$ cat src/pkg/fcs_consts.svh
// Register map, field positions and timing constants of the flash control front end
`ifndef FCS_CONSTS_SVH
`define FCS_CONSTS_SVH
`define FCS_ADDR_W          4
`define FCS_ADDR_RATIO      4'h0
`define FCS_ADDR_OPTION     4'h1
`define FCS_ADDR_CONFIG     4'h2
`define FCS_ADDR_STATUS     4'h3
`define FCS_ADDR_PROT       4'h4
`define FCS_BIT_LOADED      7
`define FCS_BIT_PRESCALE    6
`define FCS_BIT_UNLOCK_OK   7
`define FCS_BIT_RELOC_OFF   6
`define FCS_BIT_CODE_MODE   5
`define FCS_BIT_ACC_ERR     4
`define FCS_BIT_RATE_OK     1
`define FCS_BIT_UNSECURED   0
`define FCS_LOCK_OPEN       2'h2
`define FCS_KEY_BYTES       4'h8
`define FCS_PRESCALE_LAST   3'h7
`define FCS_ZERO8           8'h00
`define FCS_CLK_PERIOD_PS   25000
`define FCS_PULSE_MIN_NS    5000
`define FCS_PULSE_MAX_NS    6700
`endif

$ cat src/pkg/fcs_pkg.sv
// Types shared by the flash control front end
package fcs_pkg;
   typedef enum logic [1:0] {
      FCS_KS_IDLE    = 2'b00,
      FCS_KS_COLLECT = 2'b01,
      FCS_KS_FAIL    = 2'b10
   } fcs_key_state_t;
endpackage : fcs_pkg

$ cat src/core/fcs_flash_ctrl.sv
// Flash clock ratio, option copy and unlock code front end of the flash controller
//
// Strobed register access and the placing of the registers were decided locally.
`timescale 1ns/10ps
`default_nettype none
`include "fcs_consts.svh"

//Contract
// [RULE1] Nine 8-bit control registers in register space (the code maps five, at addresses 0 to 4; other addresses read as zero)
// [RULE2] Reset copies stored option and protection bytes
// [RULE3] Ratio bits 6:0 readable, first write only
// [RULE4] Loaded flag cleared by reset, set by write
// [RULE5] Program and erase blocked until flag set
// [RULE6] Bit 6 selects bus clock or divided by 8
// [RULE7] Divide selected input by field plus one
// [RULE8] Software keeps flash clock in 150-200 kHz
// [RULE9] Timing pulse is one flash clock period
// [RULE10] Option changes only via reprogram and reset
// [RULE11] Allow bit 0 forbids any code unlock
// [RULE12] Only secured code writes count
// [RULE13] Eight ascending matching bytes unlock until reset
// [RULE14] Option bit 6 set disables vector relocation
// [RULE15] Lock field 1:0 unsecured, others secure
// [RULE16] Secure state blocks unsecured source memory access
// [RULE17] Match or full blank check opens lock field
// [RULE18] Config bit 5 routes key-area writes
// [RULE19] Software sets mode, writes eight, clears mode
// [RULE20] Early program or erase raises access error
// [RULE21] Later ratio writes leave contents unchanged
module fcs_flash_ctrl #(
   parameter int unsigned KEY_W = 64
) (
   // Clock and reset
   input  wire logic                   clk_sys_in,
   input  wire logic                   rst_in,
   // Register port
   input  wire logic [`FCS_ADDR_W-1:0] reg_addr_in,
   input  wire logic [7:0]             reg_wdata_in,
   input  wire logic                   reg_wr_in,
   input  wire logic                   reg_rd_in,
   output logic      [7:0]             reg_rdata_out,
   // Flash array side
   input  wire logic [7:0]             stored_option_byte_in,
   input  wire logic [7:0]             stored_protection_byte_in,
   input  wire logic [KEY_W-1:0]       stored_unlock_code_in,
   input  wire logic                   blank_ok_in,
   // Key-area writes and command requests
   input  wire logic                   key_wr_in,
   input  wire logic [2:0]             key_idx_in,
   input  wire logic [7:0]             key_data_in,
   input  wire logic                   key_src_secure_in,
   input  wire logic                   pe_req_in,
   // Memory access screening
   input  wire logic                   access_src_unsecured_in,
   // Outputs to sequencer and system
   output logic                        pe_start_out,
   output logic                        access_error_flag_out,
   output logic                        flash_clk_tick_out,
   output logic                        secure_out,
   output logic                        access_block_out,
   output logic                        vector_relocation_off_out,
   output logic      [7:0]             protection_copy_out
);
   localparam int unsigned CLK_NS  = `FCS_CLK_PERIOD_PS / 1000;
   localparam int unsigned MIN_CYC = (`FCS_PULSE_MIN_NS * 1000 + `FCS_CLK_PERIOD_PS - 1)
                                     / `FCS_CLK_PERIOD_PS;
   localparam int unsigned MAX_CYC = `FCS_PULSE_MAX_NS / CLK_NS;

   // Lock field decode shared by the security flop and the blank check assertion
   function automatic logic lock_open(input logic [1:0] lock_f);
      return lock_f == `FCS_LOCK_OPEN;
   endfunction : lock_open

   logic [6:0]                 ratio_q;
   logic                       ratio_loaded_flag_q;
   logic [7:0]                 flash_option_copy_q;
   logic [7:0]                 protection_copy_q;
   logic                       unlock_code_write_mode_q;
   logic                       acc_err_q;
   logic [2:0]                 pre_cnt_q;
   logic [5:0]                 div_cnt_q;
   logic                       tick_q;
   logic                       pe_start_q;
   logic                       secure_q;
   logic                       block_q;
   logic [7:0]                 rdata_q;
   logic [3:0]                 key_cnt_q;
   fcs_pkg::fcs_key_state_t    ks_q;
   fcs_pkg::fcs_key_state_t    ks_d;

   // Decode
   wire wr_ratio  = reg_wr_in && (reg_addr_in == `FCS_ADDR_RATIO);
   wire wr_config = reg_wr_in && (reg_addr_in == `FCS_ADDR_CONFIG);
   wire wr_status = reg_wr_in && (reg_addr_in == `FCS_ADDR_STATUS);
   wire prescale  = ratio_q[`FCS_BIT_PRESCALE];
   wire [5:0] div_field = ratio_q[5:0];
   wire mode_set   = wr_config && reg_wdata_in[`FCS_BIT_CODE_MODE];
   wire mode_clear = wr_config && !reg_wdata_in[`FCS_BIT_CODE_MODE]
                     && unlock_code_write_mode_q;
   // Key-area writes start a command unless the code mode is on
   wire key_as_cmd = key_wr_in && !unlock_code_write_mode_q;                    // [RULE18]
   wire key_as_cmp = key_wr_in && unlock_code_write_mode_q;                     // [RULE18]
   wire pe_req     = pe_req_in || key_as_cmd;
   wire pe_ok      = pe_req && ratio_loaded_flag_q;                             // [RULE5]
   wire pe_reject  = pe_req && !ratio_loaded_flag_q;                            // [RULE20]
   wire [7:0] code_byte = stored_unlock_code_in[{key_idx_in, 3'b000} +: 8];
   // Debug-path writes never advance the match
   wire byte_good = key_src_secure_in && (key_idx_in == key_cnt_q[2:0])         // [RULE12]
                    && (key_data_in == code_byte) && (key_cnt_q < `FCS_KEY_BYTES);
   wire code_match = (ks_q == fcs_pkg::FCS_KS_COLLECT) && (key_cnt_q == `FCS_KEY_BYTES);
   wire unlock_now = mode_clear && code_match
                     && flash_option_copy_q[`FCS_BIT_UNLOCK_OK];                // [RULE11]
   wire open_lock  = unlock_now || blank_ok_in;                                 // [RULE17]
   wire pre_tick   = !prescale || (pre_cnt_q == `FCS_PRESCALE_LAST);            // [RULE6]
   wire div_wrap   = pre_tick && (div_cnt_q == div_field);                      // [RULE7]
   wire [9:0] period_w = 10'({4'h0, div_field} + 10'h001) << (prescale ? 3 : 0);
   // Range flag is advisory: software owns the rate, the sequencer does not check it
   wire rate_ok = (period_w >= 10'(MIN_CYC)) && (period_w <= 10'(MAX_CYC));
   wire [7:0] ratio_rd  = {ratio_loaded_flag_q, ratio_q};
   wire [7:0] config_rd = 8'(unlock_code_write_mode_q) << `FCS_BIT_CODE_MODE;
   wire [7:0] status_rd = (8'(acc_err_q) << `FCS_BIT_ACC_ERR)
                        | (8'(rate_ok) << `FCS_BIT_RATE_OK)
                        | (8'(!secure_q) << `FCS_BIT_UNSECURED);
   logic [7:0] rd_mux;

   always_comb begin
      case (reg_addr_in)
         `FCS_ADDR_RATIO:  rd_mux = ratio_rd;                                   // [RULE3]
         `FCS_ADDR_OPTION: rd_mux = flash_option_copy_q;
         `FCS_ADDR_CONFIG: rd_mux = config_rd;
         `FCS_ADDR_STATUS: rd_mux = status_rd;
         `FCS_ADDR_PROT:   rd_mux = protection_copy_q;
         default:          rd_mux = `FCS_ZERO8;                                 // [RULE1]
      endcase
   end

   // Key sequence tracking
   always_comb begin
      ks_d = ks_q;
      case (ks_q)
         fcs_pkg::FCS_KS_IDLE: begin
            if (mode_set) ks_d = fcs_pkg::FCS_KS_COLLECT;
         end
         fcs_pkg::FCS_KS_COLLECT: begin
            if (mode_clear) ks_d = fcs_pkg::FCS_KS_IDLE;
            else if (key_as_cmp && !byte_good) ks_d = fcs_pkg::FCS_KS_FAIL;     // [RULE13]
         end
         // A failed round holds until the mode bit clears, so late good bytes cannot rescue it
         fcs_pkg::FCS_KS_FAIL: begin
            if (mode_clear) ks_d = fcs_pkg::FCS_KS_IDLE;
         end
         default: ks_d = fcs_pkg::FCS_KS_IDLE;
      endcase
   end

   // Stored bytes are sampled every cycle of the synchronous reset
   always_ff @(posedge clk_sys_in) begin
      if (rst_in) begin
         flash_option_copy_q <= stored_option_byte_in;                          // [RULE2]
         protection_copy_q   <= stored_protection_byte_in;                      // [RULE2]
      end else if (open_lock) begin
         flash_option_copy_q[1:0] <= `FCS_LOCK_OPEN;                            // [RULE17]
      end
   end

   // Ratio register: first write wins, the rest fall away
   always_ff @(posedge clk_sys_in) begin
      if (rst_in) begin
         ratio_q             <= 7'h00;
         ratio_loaded_flag_q <= 1'b0;                                           // [RULE4]
      end else if (wr_ratio && !ratio_loaded_flag_q) begin
         ratio_q             <= reg_wdata_in[6:0];                              // [RULE3] [RULE21]
         ratio_loaded_flag_q <= 1'b1;                                           // [RULE4]
      end
   end

   always_ff @(posedge clk_sys_in) begin
      if (rst_in) begin
         unlock_code_write_mode_q <= 1'b0;
         ks_q                     <= fcs_pkg::FCS_KS_IDLE;
         key_cnt_q                <= 4'h0;
      end else begin
         if (wr_config) unlock_code_write_mode_q <= reg_wdata_in[`FCS_BIT_CODE_MODE];
         ks_q <= ks_d;
         if (mode_set && !unlock_code_write_mode_q) key_cnt_q <= 4'h0;
         else if (key_as_cmp && byte_good && ks_q == fcs_pkg::FCS_KS_COLLECT)
            key_cnt_q <= key_cnt_q + 4'h1;                                      // [RULE13]
      end
   end

   // Error flag: a new error in the clearing cycle survives
   always_ff @(posedge clk_sys_in) begin
      if (rst_in) begin
         acc_err_q  <= 1'b0;
         pe_start_q <= 1'b0;
      end else begin
         if (pe_reject) acc_err_q <= 1'b1;                                      // [RULE20]
         else if (wr_status && reg_wdata_in[`FCS_BIT_ACC_ERR]) acc_err_q <= 1'b0;
         pe_start_q <= pe_ok;                                                   // [RULE5]
      end
   end

   // Divider idles until the ratio is loaded so no early pulse is seen
   always_ff @(posedge clk_sys_in) begin
      if (rst_in || !ratio_loaded_flag_q) begin
         pre_cnt_q <= 3'h0;
         div_cnt_q <= 6'h00;
         tick_q    <= 1'b0;
      end else begin
         pre_cnt_q <= prescale ? pre_cnt_q + 3'h1 : 3'h0;                       // [RULE6]
         if (pre_tick) div_cnt_q <= div_wrap ? 6'h00 : div_cnt_q + 6'h01;       // [RULE7]
         tick_q    <= div_wrap;                                                 // [RULE9]
      end
   end

   always_ff @(posedge clk_sys_in) begin
      if (rst_in) begin
         secure_q <= 1'b1;
         block_q  <= 1'b1;
         rdata_q  <= `FCS_ZERO8;
      end else begin
         secure_q <= !lock_open(flash_option_copy_q[1:0]);                       // [RULE15]
         block_q  <= secure_q && access_src_unsecured_in;                       // [RULE16]
         rdata_q  <= reg_rd_in ? rd_mux : `FCS_ZERO8;
      end
   end

   assign reg_rdata_out             = rdata_q;
   assign pe_start_out              = pe_start_q;
   assign access_error_flag_out     = acc_err_q;
   assign flash_clk_tick_out        = tick_q;
   assign secure_out                = secure_q;
   assign access_block_out          = block_q;
   assign vector_relocation_off_out = flash_option_copy_q[`FCS_BIT_RELOC_OFF];  // [RULE14]
   assign protection_copy_out       = protection_copy_q;

   // Checking helpers: since_q counts cycles from one tick to the next
   logic [9:0] since_q;
   logic       tick_seen_q;
   always_ff @(posedge clk_sys_in) begin
      if (rst_in) begin
         since_q     <= 10'h000;
         tick_seen_q <= 1'b0;
      end else begin
         since_q     <= tick_q ? 10'h001 : since_q + 10'h001;
         if (tick_q) tick_seen_q <= 1'b1;
      end
   end
endmodule : fcs_flash_ctrl
`default_nettype wire

$ cat config.mk
export PLATFORM = sky130hd
export DESIGN_NAME = fcs_flash_ctrl
export DESIGN_NICKNAME = d
export VERILOG_FILES = /design/src/pkg/fcs_pkg.sv /design/src/core/fcs_flash_ctrl.sv
export VERILOG_INCLUDE_DIRS = /design/src /design/src/pkg
export SDC_FILE = /design/constraint.sdc
export NUM_CORES = 1
export LEC_CHECK = 0
export ABC_AREA = 1
export BUFFER_PORTS_ARGS = -buffer_cell sky130_fd_sc_hd__buf_2
export CAP_MARGIN = 20
export CORE_MARGIN = 2
export CORE_UTILIZATION = 49
export CTS_CLUSTER_SIZE = 24
export DETAILED_ROUTE_END_ITERATION = 7
export PLACE_DENSITY = 0.84
export SLEW_MARGIN = 20
export SYNTH_ARGS = -nofsm -noshare
export SYNTH_HDL_FRONTEND = slang
export SYNTH_SLANG_ARGS = --single-unit
$ cat constraint.sdc
create_clock -name clk_sys_in -period 1.87 [get_ports clk_sys_in]
set_input_delay 0.0935 -clock clk_sys_in [delete_from_list [all_inputs] [get_ports clk_sys_in]]
set_output_delay 0.0935 -clock clk_sys_in [all_outputs]
set_load 0.005 [all_outputs]
==> impl_results.md <==
- Vias/cell: 5.08
- Final worst-path setup slack: 143 ps
- Synthesized area per cell: 6.48 µm²
- HP Class: in -> reg
- Peak supply drop: 0.000306 V
- CTS tree: built
- Ant diodes: 0
- Final cycle utilization of the critical path: 0.924
- Worst setup path class: reg -> reg
- Number of flops mapped to enable cells by yosys: 16
- GP Congestion: 0.893
- H-Tree Depth: 2
- Die Area: 7610 µm²
- Slew margin rel.: 0.690
- Post-synth top flop: dfxtp_1
- WP data required: 2060 ps
- Critical path data arrival time: 1920 ps
- I/O pin total: 134
- Worst setup startpoint: ratio_q[0]
- CTS clk-pin slew, worst paths: 90 ps
- Max Cap Viol: 0
- Synth area leader: dfxtp_1
- GRT met1 Usage: 0.295
- CP most frequent cell: o21ai_0
- Largest net degree at the start of global routing: 26
- Net count, final: 792
- CORE AREA: 6760 µm²
- IO buf count: 132
- Synthesis Warnings: 0
- Mapped cell area: 3390 µm²
- Routed WL: 9240 µm
- Slowest cell on crit path: dfxtp_1
- Die height: 87.2 µm
- Hold WS: 43.1 ps
- Tot GR Track Use: 0.245
- CP Capture Type: flop
- Setup TNS: 0 ps
- Met2 usage: 0.441
- Rows: 30
- DRT iter0 DRCs: 228
- Critical R2R Launch: ratio_q[0]
- Post-Layout Cell Count: 755
- RSZ-0062 raised after global routing: false
- Leakage: 2.37 nW
- First-pass GRT wire length: 15100 µm
- Met3 usage: 0.0360
- Die Span X: 87.2 µm
- Worst-margin pin slew: 465 ps
- Yosys reg bits: 53
- Largest cells by area after synthesis: dfxtp_1, nand2_1, edfxtp_1
- Slowest cell delay on critical path: 420 ps
- FILL cells: 588
- Critical path launch point type: flop
- Syn-to-layout area delta: 29.2%
- Vias in the first global route: 3608
- Congestion Overflow GR: 0
- Clk sinks: 53
- Starting density of the core: 0.502
- DRC viols: 0
- Final Setup Violations: 0
- Worst reg2reg setup slack: 140 ps
- Dpl cells: 732
- Asr flop ratio synth: 0
- Power Density: 552 nW/µm²
- Status: finished, final reports clean
- Max clock buf depth: 2
- Mapped Cells: 524
- Cell variety after synth: 40
- Vias: 3837
- First-pass iteration count of the detailed router: 5
- Post-CTS setup buffer count: 0
- DRT antenna net count: 0
- GRT Max-Usage Layer: met2
- CP cell instances: ha_2 > inv_1 > o21ai_1 > o21ai_0 > a31oi_1 > nor3_1 > o21ai_0 > a21oi_1
- Layout cell share with drive strength beyond 1: 0.241
- Pre-CTS setup slack: 121 ps
- Hold Vio Cnt, Final: 0
- Crit-path max FO: 4
- Clk Latency, worst-skew pair: 310 ps
- Sequential area share after synthesis: 0.360
- Final Skew: 9.63 ps
- Fin. max-slew vios: 0
- Final HPWL DP: 7020 µm
- Syn nets: 642
- FMAX: 0.579 GHz
- Initial antenna violation count: 0
- CTS root buf: clkbuf_8
- Hold_sp: stored_option_byte_in[1]
- Min Clock Period, post-route: 1730 ps
- DR WL/cell: 12.2 µm
- Top cell type's share of synthesized area: 0.218
- CTS Buf Count: 5
## registers in the layout, indices dropped and copies added, names as in the netlist
| name | count |
|---|---|
| ratio_loaded_flag_q | 1 |
| div_cnt_q | 6 |
| unlock_code_write_mode_q | 1 |
| ks_q | 2 |
| protection_copy_out | 8 |
| key_cnt_q | 4 |
| secure_out | 1 |
| ratio_q | 7 |
| pe_start_out | 1 |
| flash_option_copy_q | 8 |
| access_error_flag_out | 1 |
| access_block_out | 1 |
| pre_cnt_q | 3 |
| flash_clk_tick_out | 1 |
| reg_rdata_out | 8 |
## path summary, 6_finish.rpt
kind,cells after the start,to
setup / recovery,8,reg_rdata_out[1]
hold / removal,2,flash_option_copy_q[1]
setup reg to reg,8,reg_rdata_out[1]
hold reg to reg,1,pre_cnt_q[0]
## through the flow
step                      utilization  cell area [µm²]  power [W]
after CTS                       0.648             4380    0.00241
after detailed placement        0.612             4140    0.00176
after global placement          0.612             4140    0.00175
after floorplan                     -             3390    0.00156
final                           0.649             4390    0.00242
after global routing            0.649             4390    0.00254
## synth_stat cells, types with 2 or more instances
master and instances:
ha_1 6, a21oi_1 21, o21ai_1 9, o22ai_1 4
clkbuf_1 2, nand3_2 2, nor2_1 66, nand4_1 5
nand3b_1 3, xor2_1 4, o31ai_1 2, o221ai_1 4
nor3_1 9, nand2_1 142, a211oi_1 3, buf_6 5
dfxtp_1 37, a31oi_1 2, buf_4 2, inv_1 103
buf_2 3, nor2_2 2, o21ai_0 17, or2_2 2
edfxtp_1 16, nand3_1 39
## power breakdown
group | total (W) | leakage [nW] | switching (W) | internal (W)
clock | 0.000647 | 0.0374 | 0.000383 | 0.000265
sequential | 0.00125 | 0.457 | 0.0000230 | 0.00123
combinational | 0.000519 | 1.88 | 0.000280 | 0.000239
total | 0.00242 | 2.37 | 0.000686 | 0.00173
## worst max-delay path, delay by kind of cell (launching register included)
kind / cells / cell delay [ps]
and+or+nand+nor: 1 / 80
AOI/OAI and AO/OA: 5 / 800
buffers and inverters: 1 / 80
adders and majority gates: 1 / 230
DFF: 1 / 420
## cell families after synthesis
family | after synthesis | share of synthesized area
buffers and inverters | 118 | 0.146
flip-flops | 53 | 0.360
XOR/XNOR | 5 | 0.0129
AND/OR/NAND/NOR | 274 | 0.343
AO/OA/AOI/OAI | 68 | 0.117
adder cells (fa/ha/maj) | 6 | 0.0221
## routing by layer
layer / up-vias / part of all wire
li1: 1947 / -
met1: 1690 / 0.40
met2: 168 / 0.50
met3: 32 / 0.067
met4: 0 / 0.030
met5: - / 0
## layout make-up
type                            count  area [µm²]  area share
Clock buffer                        6        72.6      0.0165
Clock inverter                      2        15.0     0.00342
Inverter                          105         397      0.0904
Multi-Input combinational cell    353        1690       0.385
Sequential cell                    53        1220       0.278
Tap cell                           80         100      0.0228
Timing Repair Buffer              156         891       0.203
## timing repair
| item | in CTS | in global routing |
|---|---|---|
| setup endpoints to repair | 0 | 6 |
| hold endpoints to repair | 15 | 0 |
| gates resized for setup | 0 | 4 |
| hold buffers | 15 | 0 |
## placed cells by master, fill, tap and decap left out, types with 2 or more instances in the layout
master and n:
a211oi_1 3, a21oi_1 21, a31oi_1 2, buf_2 132, buf_4 8, clkbuf_8 5
clkinvlp_4 2, dfxtp_1 37, dlygate4sd3_1 15, edfxtp_1 16, ha_1 5, inv_1 103
nand2_1 141, nand2_2 2, nand3_1 39, nand3_2 2, nand3b_1 3, nand4_1 5
nor2_1 66, nor2_2 2, nor3_1 8, o21ai_0 16, o21ai_1 10, o221ai_1 4
o22ai_1 4, o31ai_1 2, or2_2 2, xor2_1 4
Power figures use the tool's default switching activity.
